<file path="src/hdl/sit_defs.svh">
`ifndef SIT_DEFS_SVH
`define SIT_DEFS_SVH
// Register indexes; the byte address on the bus is four times the index.
`define SIT_IDX_WAKE_LOW 12'h222
`define SIT_IDX_WAKE_HIGH 12'h223
`define SIT_IDX_FINE_LOW 12'h224
`define SIT_IDX_FINE_HIGH 12'h225
`define SIT_IDX_COARSE0 12'h226
`define SIT_IDX_COARSE1 12'h227
`define SIT_IDX_COARSE2 12'h228
`define SIT_IDX_CONTROL 12'h240
`define SIT_IDX_MODE 12'h241
`define SIT_IDX_STATUS 12'h242
// Reset values.
`define SIT_WAKE_LOW_RST 8'h0a
`define SIT_WAKE_HIGH_RST 8'h00
`define SIT_BYTE_RST 8'h00
`define SIT_BO_RST 4'hf
// Field positions.
`define SIT_WAKE_HIGH_MSB 2
`define SIT_CTL_START 7
`define SIT_CTL_RUN 6
`define SIT_CTL_SLOTTED 5
`define SIT_CTL_SEL_LSB 0
`define SIT_MODE_BO_LSB 0
`define SIT_MODE_DIV_LSB 0
`define SIT_ST_RUNNING 0
`define SIT_ST_WAKE 1
`define SIT_ST_END 2
// Encodings.
`define SIT_BO_NONBEACON 4'hf
`define SIT_SEL_INTERNAL 2'h0
// Timing: clock period and fine tick length in ns; longest tick rounds down.
`define SIT_CLK_NS 4
`define SIT_TICK_NS 50
`define SIT_TICK_CYC (`SIT_TICK_NS / `SIT_CLK_NS)
// Internal low-power oscillator period in clock cycles (100 kHz at 250 MHz).
`define SIT_LP_INT_NS 10000
`define SIT_LP_INT_CYC (`SIT_LP_INT_NS / `SIT_CLK_NS)
`endif

</file>
<file path="src/hdl/sit_pkg.sv">
package sit_pkg;
	// Sequencer states.
	typedef enum logic [1:0]
	{
		SIT_IDLE = 2'b00,
		SIT_COARSE = 2'b01,
		SIT_FINE = 2'b10
	} sit_state_t;
	// Software-visible configuration.
	typedef struct packed
	{
		logic [10:0] wake_match_value;
		logic [15:0] fine_tick_count;
		logic [23:0] coarse_sleep_count;
		logic [3:0] beacon_order;
		logic slotted;
		logic beacon_run;
		logic [1:0] low_power_clock_select;
		logic [4:0] low_power_clock_divider;
	} sit_cfg_t;
endpackage

</file>
<file path="src/hdl/sit_timer.sv">
`timescale 1ns/100ps
`default_nettype none
`include "sit_defs.svh"
module sit_timer
#(
	parameter int TICK_CYC = `SIT_TICK_CYC,
	parameter int LP_INT_CYC = `SIT_LP_INT_CYC
)
(
	input wire logic CLK,
	input wire logic RST_B,
	input wire logic WB_CYC,
	input wire logic WB_STB,
	input wire logic WB_WE,
	input wire logic [13:0] WB_ADR,
	input wire logic [3:0] WB_SEL,
	input wire logic [31:0] WB_DAT_I,
	output logic [31:0] WB_DAT_O,
	output logic WB_ACK,
	input wire logic LP_CLK_PIN,
	output logic OSC_WAKE,
	output logic PERIOD_END,
	output logic SLEEPING
);
	// ****************************************************************
	// Bus decode and configuration registers
	// ****************************************************************
	sit_pkg::sit_cfg_t cfg; // Software configuration.
	logic [1:0] coarse_top; // Upper coarse bits, fixed at zero here.
	logic start_req; // Begin-sleep request, lives one cycle.
	logic [11:0] idx; // Word index of the access.
	logic wr; // Write strobe for the accepted cycle.
	logic wake_flag; // Sticky wake-match flag.
	logic end_flag; // Sticky end-of-period flag.
	sit_pkg::sit_state_t state; // Sequencer state.
	logic wake_set; // Match seen this cycle.
	logic end_set; // Period ended this cycle.

	assign idx = WB_ADR[13:2];
	assign wr = WB_CYC && WB_STB && !WB_ACK && WB_WE && WB_SEL[0];
	assign coarse_top = 2'h0;

	// Ack one cycle after the request and drop it the cycle after.
	always_ff @(posedge CLK)
	begin
		if (!RST_B)
			WB_ACK <= 1'b0;
		else
			WB_ACK <= WB_CYC && WB_STB && !WB_ACK;
	end

	// Register writes; reserved bits are dropped so they read back zero.
	always_ff @(posedge CLK)
	begin
		if (!RST_B)
		begin
			cfg.wake_match_value <= 11'({`SIT_WAKE_HIGH_RST, `SIT_WAKE_LOW_RST});
			cfg.fine_tick_count <= {`SIT_BYTE_RST, `SIT_BYTE_RST};
			cfg.coarse_sleep_count <= {`SIT_BYTE_RST, `SIT_BYTE_RST, `SIT_BYTE_RST};
			cfg.beacon_order <= `SIT_BO_RST;
			cfg.slotted <= 1'b0;
			cfg.beacon_run <= 1'b0;
			cfg.low_power_clock_select <= `SIT_SEL_INTERNAL;
			cfg.low_power_clock_divider <= 5'h00;
		end
		else if (wr)
		begin
			case (idx)
				`SIT_IDX_WAKE_LOW: cfg.wake_match_value[7:0] <= WB_DAT_I[7:0];
				`SIT_IDX_WAKE_HIGH: cfg.wake_match_value[10:8] <= WB_DAT_I[2:0];
				`SIT_IDX_FINE_LOW: cfg.fine_tick_count[7:0] <= WB_DAT_I[7:0];
				`SIT_IDX_FINE_HIGH: cfg.fine_tick_count[15:8] <= WB_DAT_I[7:0];
				`SIT_IDX_COARSE0: cfg.coarse_sleep_count[7:0] <= WB_DAT_I[7:0];
				`SIT_IDX_COARSE1: cfg.coarse_sleep_count[15:8] <= WB_DAT_I[7:0];
				`SIT_IDX_COARSE2: cfg.coarse_sleep_count[23:16] <= WB_DAT_I[7:0];
				`SIT_IDX_CONTROL:
				begin
					cfg.beacon_run <= WB_DAT_I[`SIT_CTL_RUN];
					cfg.slotted <= WB_DAT_I[`SIT_CTL_SLOTTED];
					cfg.low_power_clock_select <= WB_DAT_I[`SIT_CTL_SEL_LSB +: 2];
				end
				`SIT_IDX_MODE:
				begin
					cfg.beacon_order <= WB_DAT_I[`SIT_MODE_BO_LSB +: 4];
					cfg.low_power_clock_divider <= WB_DAT_I[8 + `SIT_MODE_DIV_LSB +: 5];
				end
				default:
				begin
					// Unmapped writes are acknowledged and ignored.
				end
			endcase
		end
	end

	// The begin bit never stores; it acts only in non-beacon configuration.
	// Slotted lands in the same write, so its new value decides, not the old one.
	always_ff @(posedge CLK)
	begin
		if (!RST_B)
			start_req <= 1'b0;
		else
			start_req <= wr && idx == `SIT_IDX_CONTROL && WB_DAT_I[`SIT_CTL_START]
				&& cfg.beacon_order == `SIT_BO_NONBEACON && !WB_DAT_I[`SIT_CTL_SLOTTED];
	end

	// Read mux, registered so the data is valid together with ack.
	always_ff @(posedge CLK)
	begin
		if (!RST_B)
			WB_DAT_O <= 32'h0000_0000;
		else
		begin
			case (idx)
				`SIT_IDX_WAKE_LOW: WB_DAT_O <= {24'h00_0000, cfg.wake_match_value[7:0]};
				`SIT_IDX_WAKE_HIGH: WB_DAT_O <= {29'h0000_0000, cfg.wake_match_value[10:8]};
				`SIT_IDX_FINE_LOW: WB_DAT_O <= {24'h00_0000, cfg.fine_tick_count[7:0]};
				`SIT_IDX_FINE_HIGH: WB_DAT_O <= {24'h00_0000, cfg.fine_tick_count[15:8]};
				`SIT_IDX_COARSE0: WB_DAT_O <= {24'h00_0000, cfg.coarse_sleep_count[7:0]};
				`SIT_IDX_COARSE1: WB_DAT_O <= {24'h00_0000, cfg.coarse_sleep_count[15:8]};
				`SIT_IDX_COARSE2: WB_DAT_O <= {24'h00_0000, cfg.coarse_sleep_count[23:16]};
				`SIT_IDX_CONTROL: WB_DAT_O <= {24'h00_0000, 1'b0, cfg.beacon_run,
					cfg.slotted, 3'h0, cfg.low_power_clock_select};
				`SIT_IDX_MODE: WB_DAT_O <= {19'h0_0000, cfg.low_power_clock_divider,
					4'h0, cfg.beacon_order};
				`SIT_IDX_STATUS: WB_DAT_O <= {27'h000_0000, state, end_flag, wake_flag,
					state != sit_pkg::SIT_IDLE};
				default: WB_DAT_O <= 32'h0000_0000;
			endcase
		end
	end

	// ****************************************************************
	// Low-power clock source and divider
	// ****************************************************************
	logic [2:0] pin_sync; // Pin synchroniser; bit 0 is the raw capture.
	logic pin_level; // Filtered pin level.
	logic [$clog2(LP_INT_CYC + 1)-1:0] int_cnt; // Internal oscillator model.
	logic src_tick; // One tick of the selected source.
	logic [31:0] div_cnt; // Divider count.
	logic lp_tick; // One low-power clock period elapsed.

	// The pin counts as changed only once the second and third stage agree.
	always_ff @(posedge CLK)
	begin
		if (!RST_B)
		begin
			pin_sync <= 3'h0;
			pin_level <= 1'b0;
		end
		else
		begin
			pin_sync <= {pin_sync[1:0], LP_CLK_PIN};
			if (pin_sync[1] == pin_sync[2])
				pin_level <= pin_sync[2];
		end
	end

	// Source selection; the internal source is a divide from the core clock.
	always_ff @(posedge CLK)
	begin
		if (!RST_B)
		begin
			int_cnt <= '0;
			src_tick <= 1'b0;
		end
		else
		begin
			int_cnt <= (int_cnt == LP_INT_CYC[$bits(int_cnt)-1:0] - 1'b1) ? '0 : int_cnt + 1'b1;
			if (cfg.low_power_clock_select == `SIT_SEL_INTERNAL)
				src_tick <= int_cnt == '0;
			else
				src_tick <= pin_sync[1] && pin_sync[2] && !pin_level;
		end
	end

	// Divide by two to the divider field; a divider of zero passes every tick.
	always_ff @(posedge CLK)
	begin
		if (!RST_B)
		begin
			div_cnt <= 32'h0000_0000;
			lp_tick <= 1'b0;
		end
		else
		begin
			lp_tick <= 1'b0;
			if (src_tick)
			begin
				if (div_cnt >= (32'h0000_0001 << cfg.low_power_clock_divider) - 32'h0000_0001)
				begin
					div_cnt <= 32'h0000_0000;
					lp_tick <= 1'b1;
				end
				else
					div_cnt <= div_cnt + 32'h0000_0001;
			end
		end
	end

	// ****************************************************************
	// Fine tick divider
	// ****************************************************************
	logic [$clog2(TICK_CYC + 1)-1:0] tick_cnt; // Cycles inside one fine tick.
	logic fine_tick; // One 50 ns tick elapsed.

	// Runs only in the fine phase so the first tick is a full one.
	always_ff @(posedge CLK)
	begin
		if (!RST_B || state != sit_pkg::SIT_FINE)
		begin
			tick_cnt <= '0;
			fine_tick <= 1'b0;
		end
		else
		begin
			fine_tick <= tick_cnt == TICK_CYC[$bits(tick_cnt)-1:0] - 1'b1;
			tick_cnt <= (tick_cnt == TICK_CYC[$bits(tick_cnt)-1:0] - 1'b1) ? '0
				: tick_cnt + 1'b1;
		end
	end

	// ****************************************************************
	// Interval sequencer
	// ****************************************************************
	logic [25:0] coarse_cnt; // Elapsed low-power periods.
	logic [15:0] fine_cnt; // Elapsed fine ticks.
	logic go; // Start of a new interval.

	assign go = start_req || (cfg.beacon_run && cfg.beacon_order != `SIT_BO_NONBEACON);
	assign wake_set = state == sit_pkg::SIT_COARSE && lp_tick
		&& coarse_cnt + 26'h000_0001 == {15'h0000, cfg.wake_match_value};
	assign end_set = state == sit_pkg::SIT_FINE && (fine_cnt == cfg.fine_tick_count
		|| (fine_tick && fine_cnt + 16'h0001 == cfg.fine_tick_count));

	// Coarse phase counts low-power periods, then the fine phase finishes it.
	always_ff @(posedge CLK)
	begin
		if (!RST_B)
		begin
			state <= sit_pkg::SIT_IDLE;
			coarse_cnt <= 26'h000_0000;
			fine_cnt <= 16'h0000;
		end
		else
		begin
			case (state)
				sit_pkg::SIT_IDLE:
				begin
					coarse_cnt <= 26'h000_0000;
					fine_cnt <= 16'h0000;
					if (go)
						state <= sit_pkg::SIT_COARSE;
				end
				sit_pkg::SIT_COARSE:
				begin
					if (coarse_cnt == {coarse_top, cfg.coarse_sleep_count})
						state <= sit_pkg::SIT_FINE;
					else if (lp_tick)
						coarse_cnt <= coarse_cnt + 26'h000_0001;
				end
				sit_pkg::SIT_FINE:
				begin
					if (end_set)
						state <= sit_pkg::SIT_IDLE;
					else if (fine_tick)
						fine_cnt <= fine_cnt + 16'h0001;
				end
				default: state <= sit_pkg::SIT_IDLE;
			endcase
		end
	end

	// Outputs; the wake request holds until the period ends.
	always_ff @(posedge CLK)
	begin
		if (!RST_B)
		begin
			OSC_WAKE <= 1'b0;
			PERIOD_END <= 1'b0;
			SLEEPING <= 1'b0;
		end
		else
		begin
			PERIOD_END <= end_set;
			SLEEPING <= state != sit_pkg::SIT_IDLE;
			if (wake_set)
				OSC_WAKE <= 1'b1;
			else if (state == sit_pkg::SIT_IDLE)
				OSC_WAKE <= 1'b0;
		end
	end

	// Sticky flags; a write of one clears, but a same-cycle event wins.
	always_ff @(posedge CLK)
	begin
		if (!RST_B)
		begin
			wake_flag <= 1'b0;
			end_flag <= 1'b0;
		end
		else
		begin
			if (wake_set)
				wake_flag <= 1'b1;
			else if (wr && idx == `SIT_IDX_STATUS && WB_DAT_I[`SIT_ST_WAKE])
				wake_flag <= 1'b0;
			if (end_set)
				end_flag <= 1'b1;
			else if (wr && idx == `SIT_IDX_STATUS && WB_DAT_I[`SIT_ST_END])
				end_flag <= 1'b0;
		end
	end
endmodule
`default_nettype wire

</file>
<file path="config.mk">
export PLATFORM = sky130hd
export DESIGN_NAME = sit_timer
export DESIGN_NICKNAME = d
export VERILOG_FILES = /design/src/hdl/sit_pkg.sv /design/src/hdl/sit_timer.sv
export VERILOG_INCLUDE_DIRS = /design/src /design/src/hdl
export SDC_FILE = /design/constraint.sdc
export NUM_CORES = 1
export LEC_CHECK = 0
export BUFFER_PORTS_ARGS = -buffer_cell sky130_fd_sc_hd__buf_2
export CORE_AREA = 3 3 148 150
export CTS_CLUSTER_DIAMETER = 40
export DETAILED_ROUTE_END_ITERATION = 8
export DIE_AREA = 0 0 151 153
export PLACE_DENSITY = 0.72
export SYNTH_ARGS = -nofsm -noshare
export SYNTH_HDL_FRONTEND = slang
export SYNTH_SLANG_ARGS = --single-unit
</file>
<file path="constraint.sdc">
create_clock -name CLK -period 7 [get_ports CLK]
set_clock_uncertainty 0.1 [all_clocks]
set_input_delay 0.7 -clock CLK [delete_from_list [all_inputs] [get_ports CLK]]
set_output_delay 0.7 -clock CLK [all_outputs]
set_load 0.005 [all_outputs]
</file>
==> impl_metrics.json <==
{
  "status": "completed",
  "cellLeakagePower_nw": 4.478,
  "vias_per_cell": 6.089,
  "grt_max_degree": 67,
  "cts_resized": 0,
  "clock-sinks": 183,
  "p_sw_share_pct": 27.31,
  "place_area_sq_um": 11240,
  "finalSetupTns_ps": 0,
  "slowest_stage": "dfxtp_1",
  "post_cts_buffers": 0,
  "synth_edf_count": 0,
  "setup_viol": 0,
  "area_delta_synth_final_pct": 7.473,
  "synth_cell_type_count": 69,
  "reg2reg_depth": 15,
  "endpoint_kind": "register",
  "synth-seq-cells": 183,
  "gp_congestion": 0.9138,
  "cts_tree": "yes",
  "worstPathArrival_ps": 5500,
  "die_w_um": 151,
  "grt_overflow": 0,
  "h-tree-depth": 4,
  "layout.cells.most_common_list": "dfxtp_1, nand2_1, nor2_1",
  "yosys_warnings": 0,
  "pwr-share-clk_pct": 48.2,
  "ys_top_cells_by_area": "dfxtp_1, nand2_1, xor2_1, ha_1, mux2i_1",
  "grt_use_total_pct": 25.95,
  "internal_power_mw": 1.569,
  "drive_gt1_share_pct": 8.112,
  "p_comb_share_pct": 3.2,
  "routedWlPerCell_um": 18.09,
  "yosysTopAreaCell": "dfxtp_1",
  "antenna_found_initial": 0,
  "ir_drop_mv": 0.1566,
  "fin_cells": 1668,
  "routed_wl_mm": 30.18,
  "firstDrtPassIters": 8,
  "switchingPower_mw": 0.5898,
  "maxCapViolations": 0,
  "critPathMaxStageDelay_ps": 790,
  "grt_setup_unrepaired": "no",
  "path_class": "reg2reg",
  "total_power_mw": 2.159,
  "clock-root-buffer": "clkbuf_16",
  "via_count": 10157,
  "synth_top_area_share_pct": 33.16,
  "design_area_sq_um": 11880,
  "clkTransAtPathRegs_ps": 80,
  "synth_ff_type": "dfxtp_1",
  "postSynthAreaPerCell_sq_um": 7.842,
  "crit_chain": "or2_2 -> nor2_1 -> nand3b_1 -> ha_1 -> nand2_1 -> nor3_1 -> nor2_1 -> ha_1 -> a21o_1 -> a21oi_1 -> o21ai_0 -> a2111oi_0 -> o21ai_2 -> buf_4 -> a211oi_1",
  "row_count": 53,
  "mostFrequentLayoutCell": "dfxtp_1",
  "slew_headroom_pct": 20.88,
  "dp_hpwl_mm": 21.10,
  "syn_inst": 1409,
  "die_area_sq_um": 23100,
  "power.share.sequential_pct": 48.6,
  "drtAntennaViolNets": 0,
  "port_buffers": 48,
  "yosysSeqAreaShare_pct": 33.16,
  "clk_latency_ps": 450,
  "synthArstFlopShare_pct": 0,
  "period_minus_slack_ps": 5272,
  "slew_violations": 0,
  "required_ps": 7230,
  "syn_area_sq_um": 11050,
  "cts.hold.buffers_added": 0,
  "drcViolationCount": 0,
  "grt_pass1_vias": 9405,
  "p_per_area_nw_per_um2": 181.8,
  "worstPathMaxFanout": 27,
  "fin_nets": 1476,
  "finalCritPeriodShare_pct": 75.32,
  "start_util_pct": 53.06,
  "min_path_cells": 2,
  "cts_buffers": 17,
  "n_antenna_cell": 0,
  "io_pins": 92,
  "dp.cells": 1636,
  "core_area_sq_um": 20820,
  "hold_class": "reg2reg",
  "cp-start-kind": "register",
  "drtIter0Drc": 946,
  "tightest_slew_ps": 1187,
  "finalHoldViolCount": 0,
  "grt_pass1_wl_mm": 48.76,
  "die-height_um": 153,
  "cts_buffer_depth": 2,
  "fmax_mhz": 189.7
}
-- layout make-up --
type | count | area [sq um]
sequential | 183 | 3664
fill | 1948 | 8947
tap | 275 | 344.1
clock inverter | 15 | 214.0
clock buffer | 17 | 425.4
inverter | 21 | 80.08
multi-input combinational | 1099 | 6833
timing repair buffer | 58 | 315.3
-- power by group through the flow --
stage	Sequential (mW)	Clock, mW	Combinational (mW)
6_report	1.05	1.04	0.0693
2_1_floorplan	1.07	0	0.0503
5_1_grt	1.05	1.09	0.0759
3_3_place_gp	1.07	0	0.0667
4_1_cts	1.05	1.05	0.0683
3_5_place_dp	1.07	0	0.0679
-- metrics by stage --
stage / hold WS (ps) / worst slack [ps] / utilization [%]
floorplan: 311.9 / 3269 / -
global placement: 322.7 / 1996 / 53.96
detailed placement: 329.3 / 1900 / 53.96
CTS: 348.5 / 1819 / 57.03
global route: 343.1 / 1090 / 57.03
finish: 345.2 / 1728 / 57.03
-- critical path, delay by kind of cell, from the launching register on --
kind	cells	cell delay [ps]
fa+ha+maj	2	1050
compound gates	6	1580
flops	1	790
simple gates	6	1290
buf+inv	1	320
-- cells by family after synthesis --
group	share of synthesized area, %
XOR/XNOR	8.957
other	0.06797
flip-flops	33.16
adder cells (fa/ha/maj)	4.529
AO/OA/AOI/OAI	17.12
multiplexers	4.575
AND/OR/NAND/NOR	25.82
buffers and inverters	5.775
-- routing by layer --
metal | GRT usage (%) | wire [um] | share of wire, %
met4 | 11.44 | 1075 | 3.6
met3 | 4.388 | 1896 | 6.3
met2 | 42.34 | 14500 | 48
met5 | 0 | 0 | 0
met1 | 33.57 | 12700 | 42
-- Yosys cell counts (24+ instances only) --
library cell / instances
nor3_1: 42
dfxtp_1: 183
xnor2_1: 51
a31oi_1: 24
ha_1: 40
nor4_1: 24
nor2_1: 121
a211oi_1: 29
and2_1: 27
mux2i_1: 46
o21ai_0: 58
clkbuf_1: 94
nand3_1: 89
nand4_1: 36
nand2_1: 166
xor2_1: 62
a21oi_1: 71
-- path summary, 6_finish.rpt --
kind | slack, ps | endpoint | start
setup reg to reg | 1730 | div_cnt[30] | cfg[3]
setup / recovery | 1730 | div_cnt[30] | cfg[3]
hold / removal | 350 | OSC_WAKE | OSC_WAKE
hold reg to reg | 350 | OSC_WAKE | OSC_WAKE
-- sequential cells by signal (all words and copies together), names as in the netlist, 2 cells and up --
register	count
WB_DAT_O	13
cfg	64
coarse_cnt	26
div_cnt	32
fine_cnt	16
int_cnt	12
pin_sync	3
state	2
tick_cnt	4
Power figures use the tool's default switching activity.
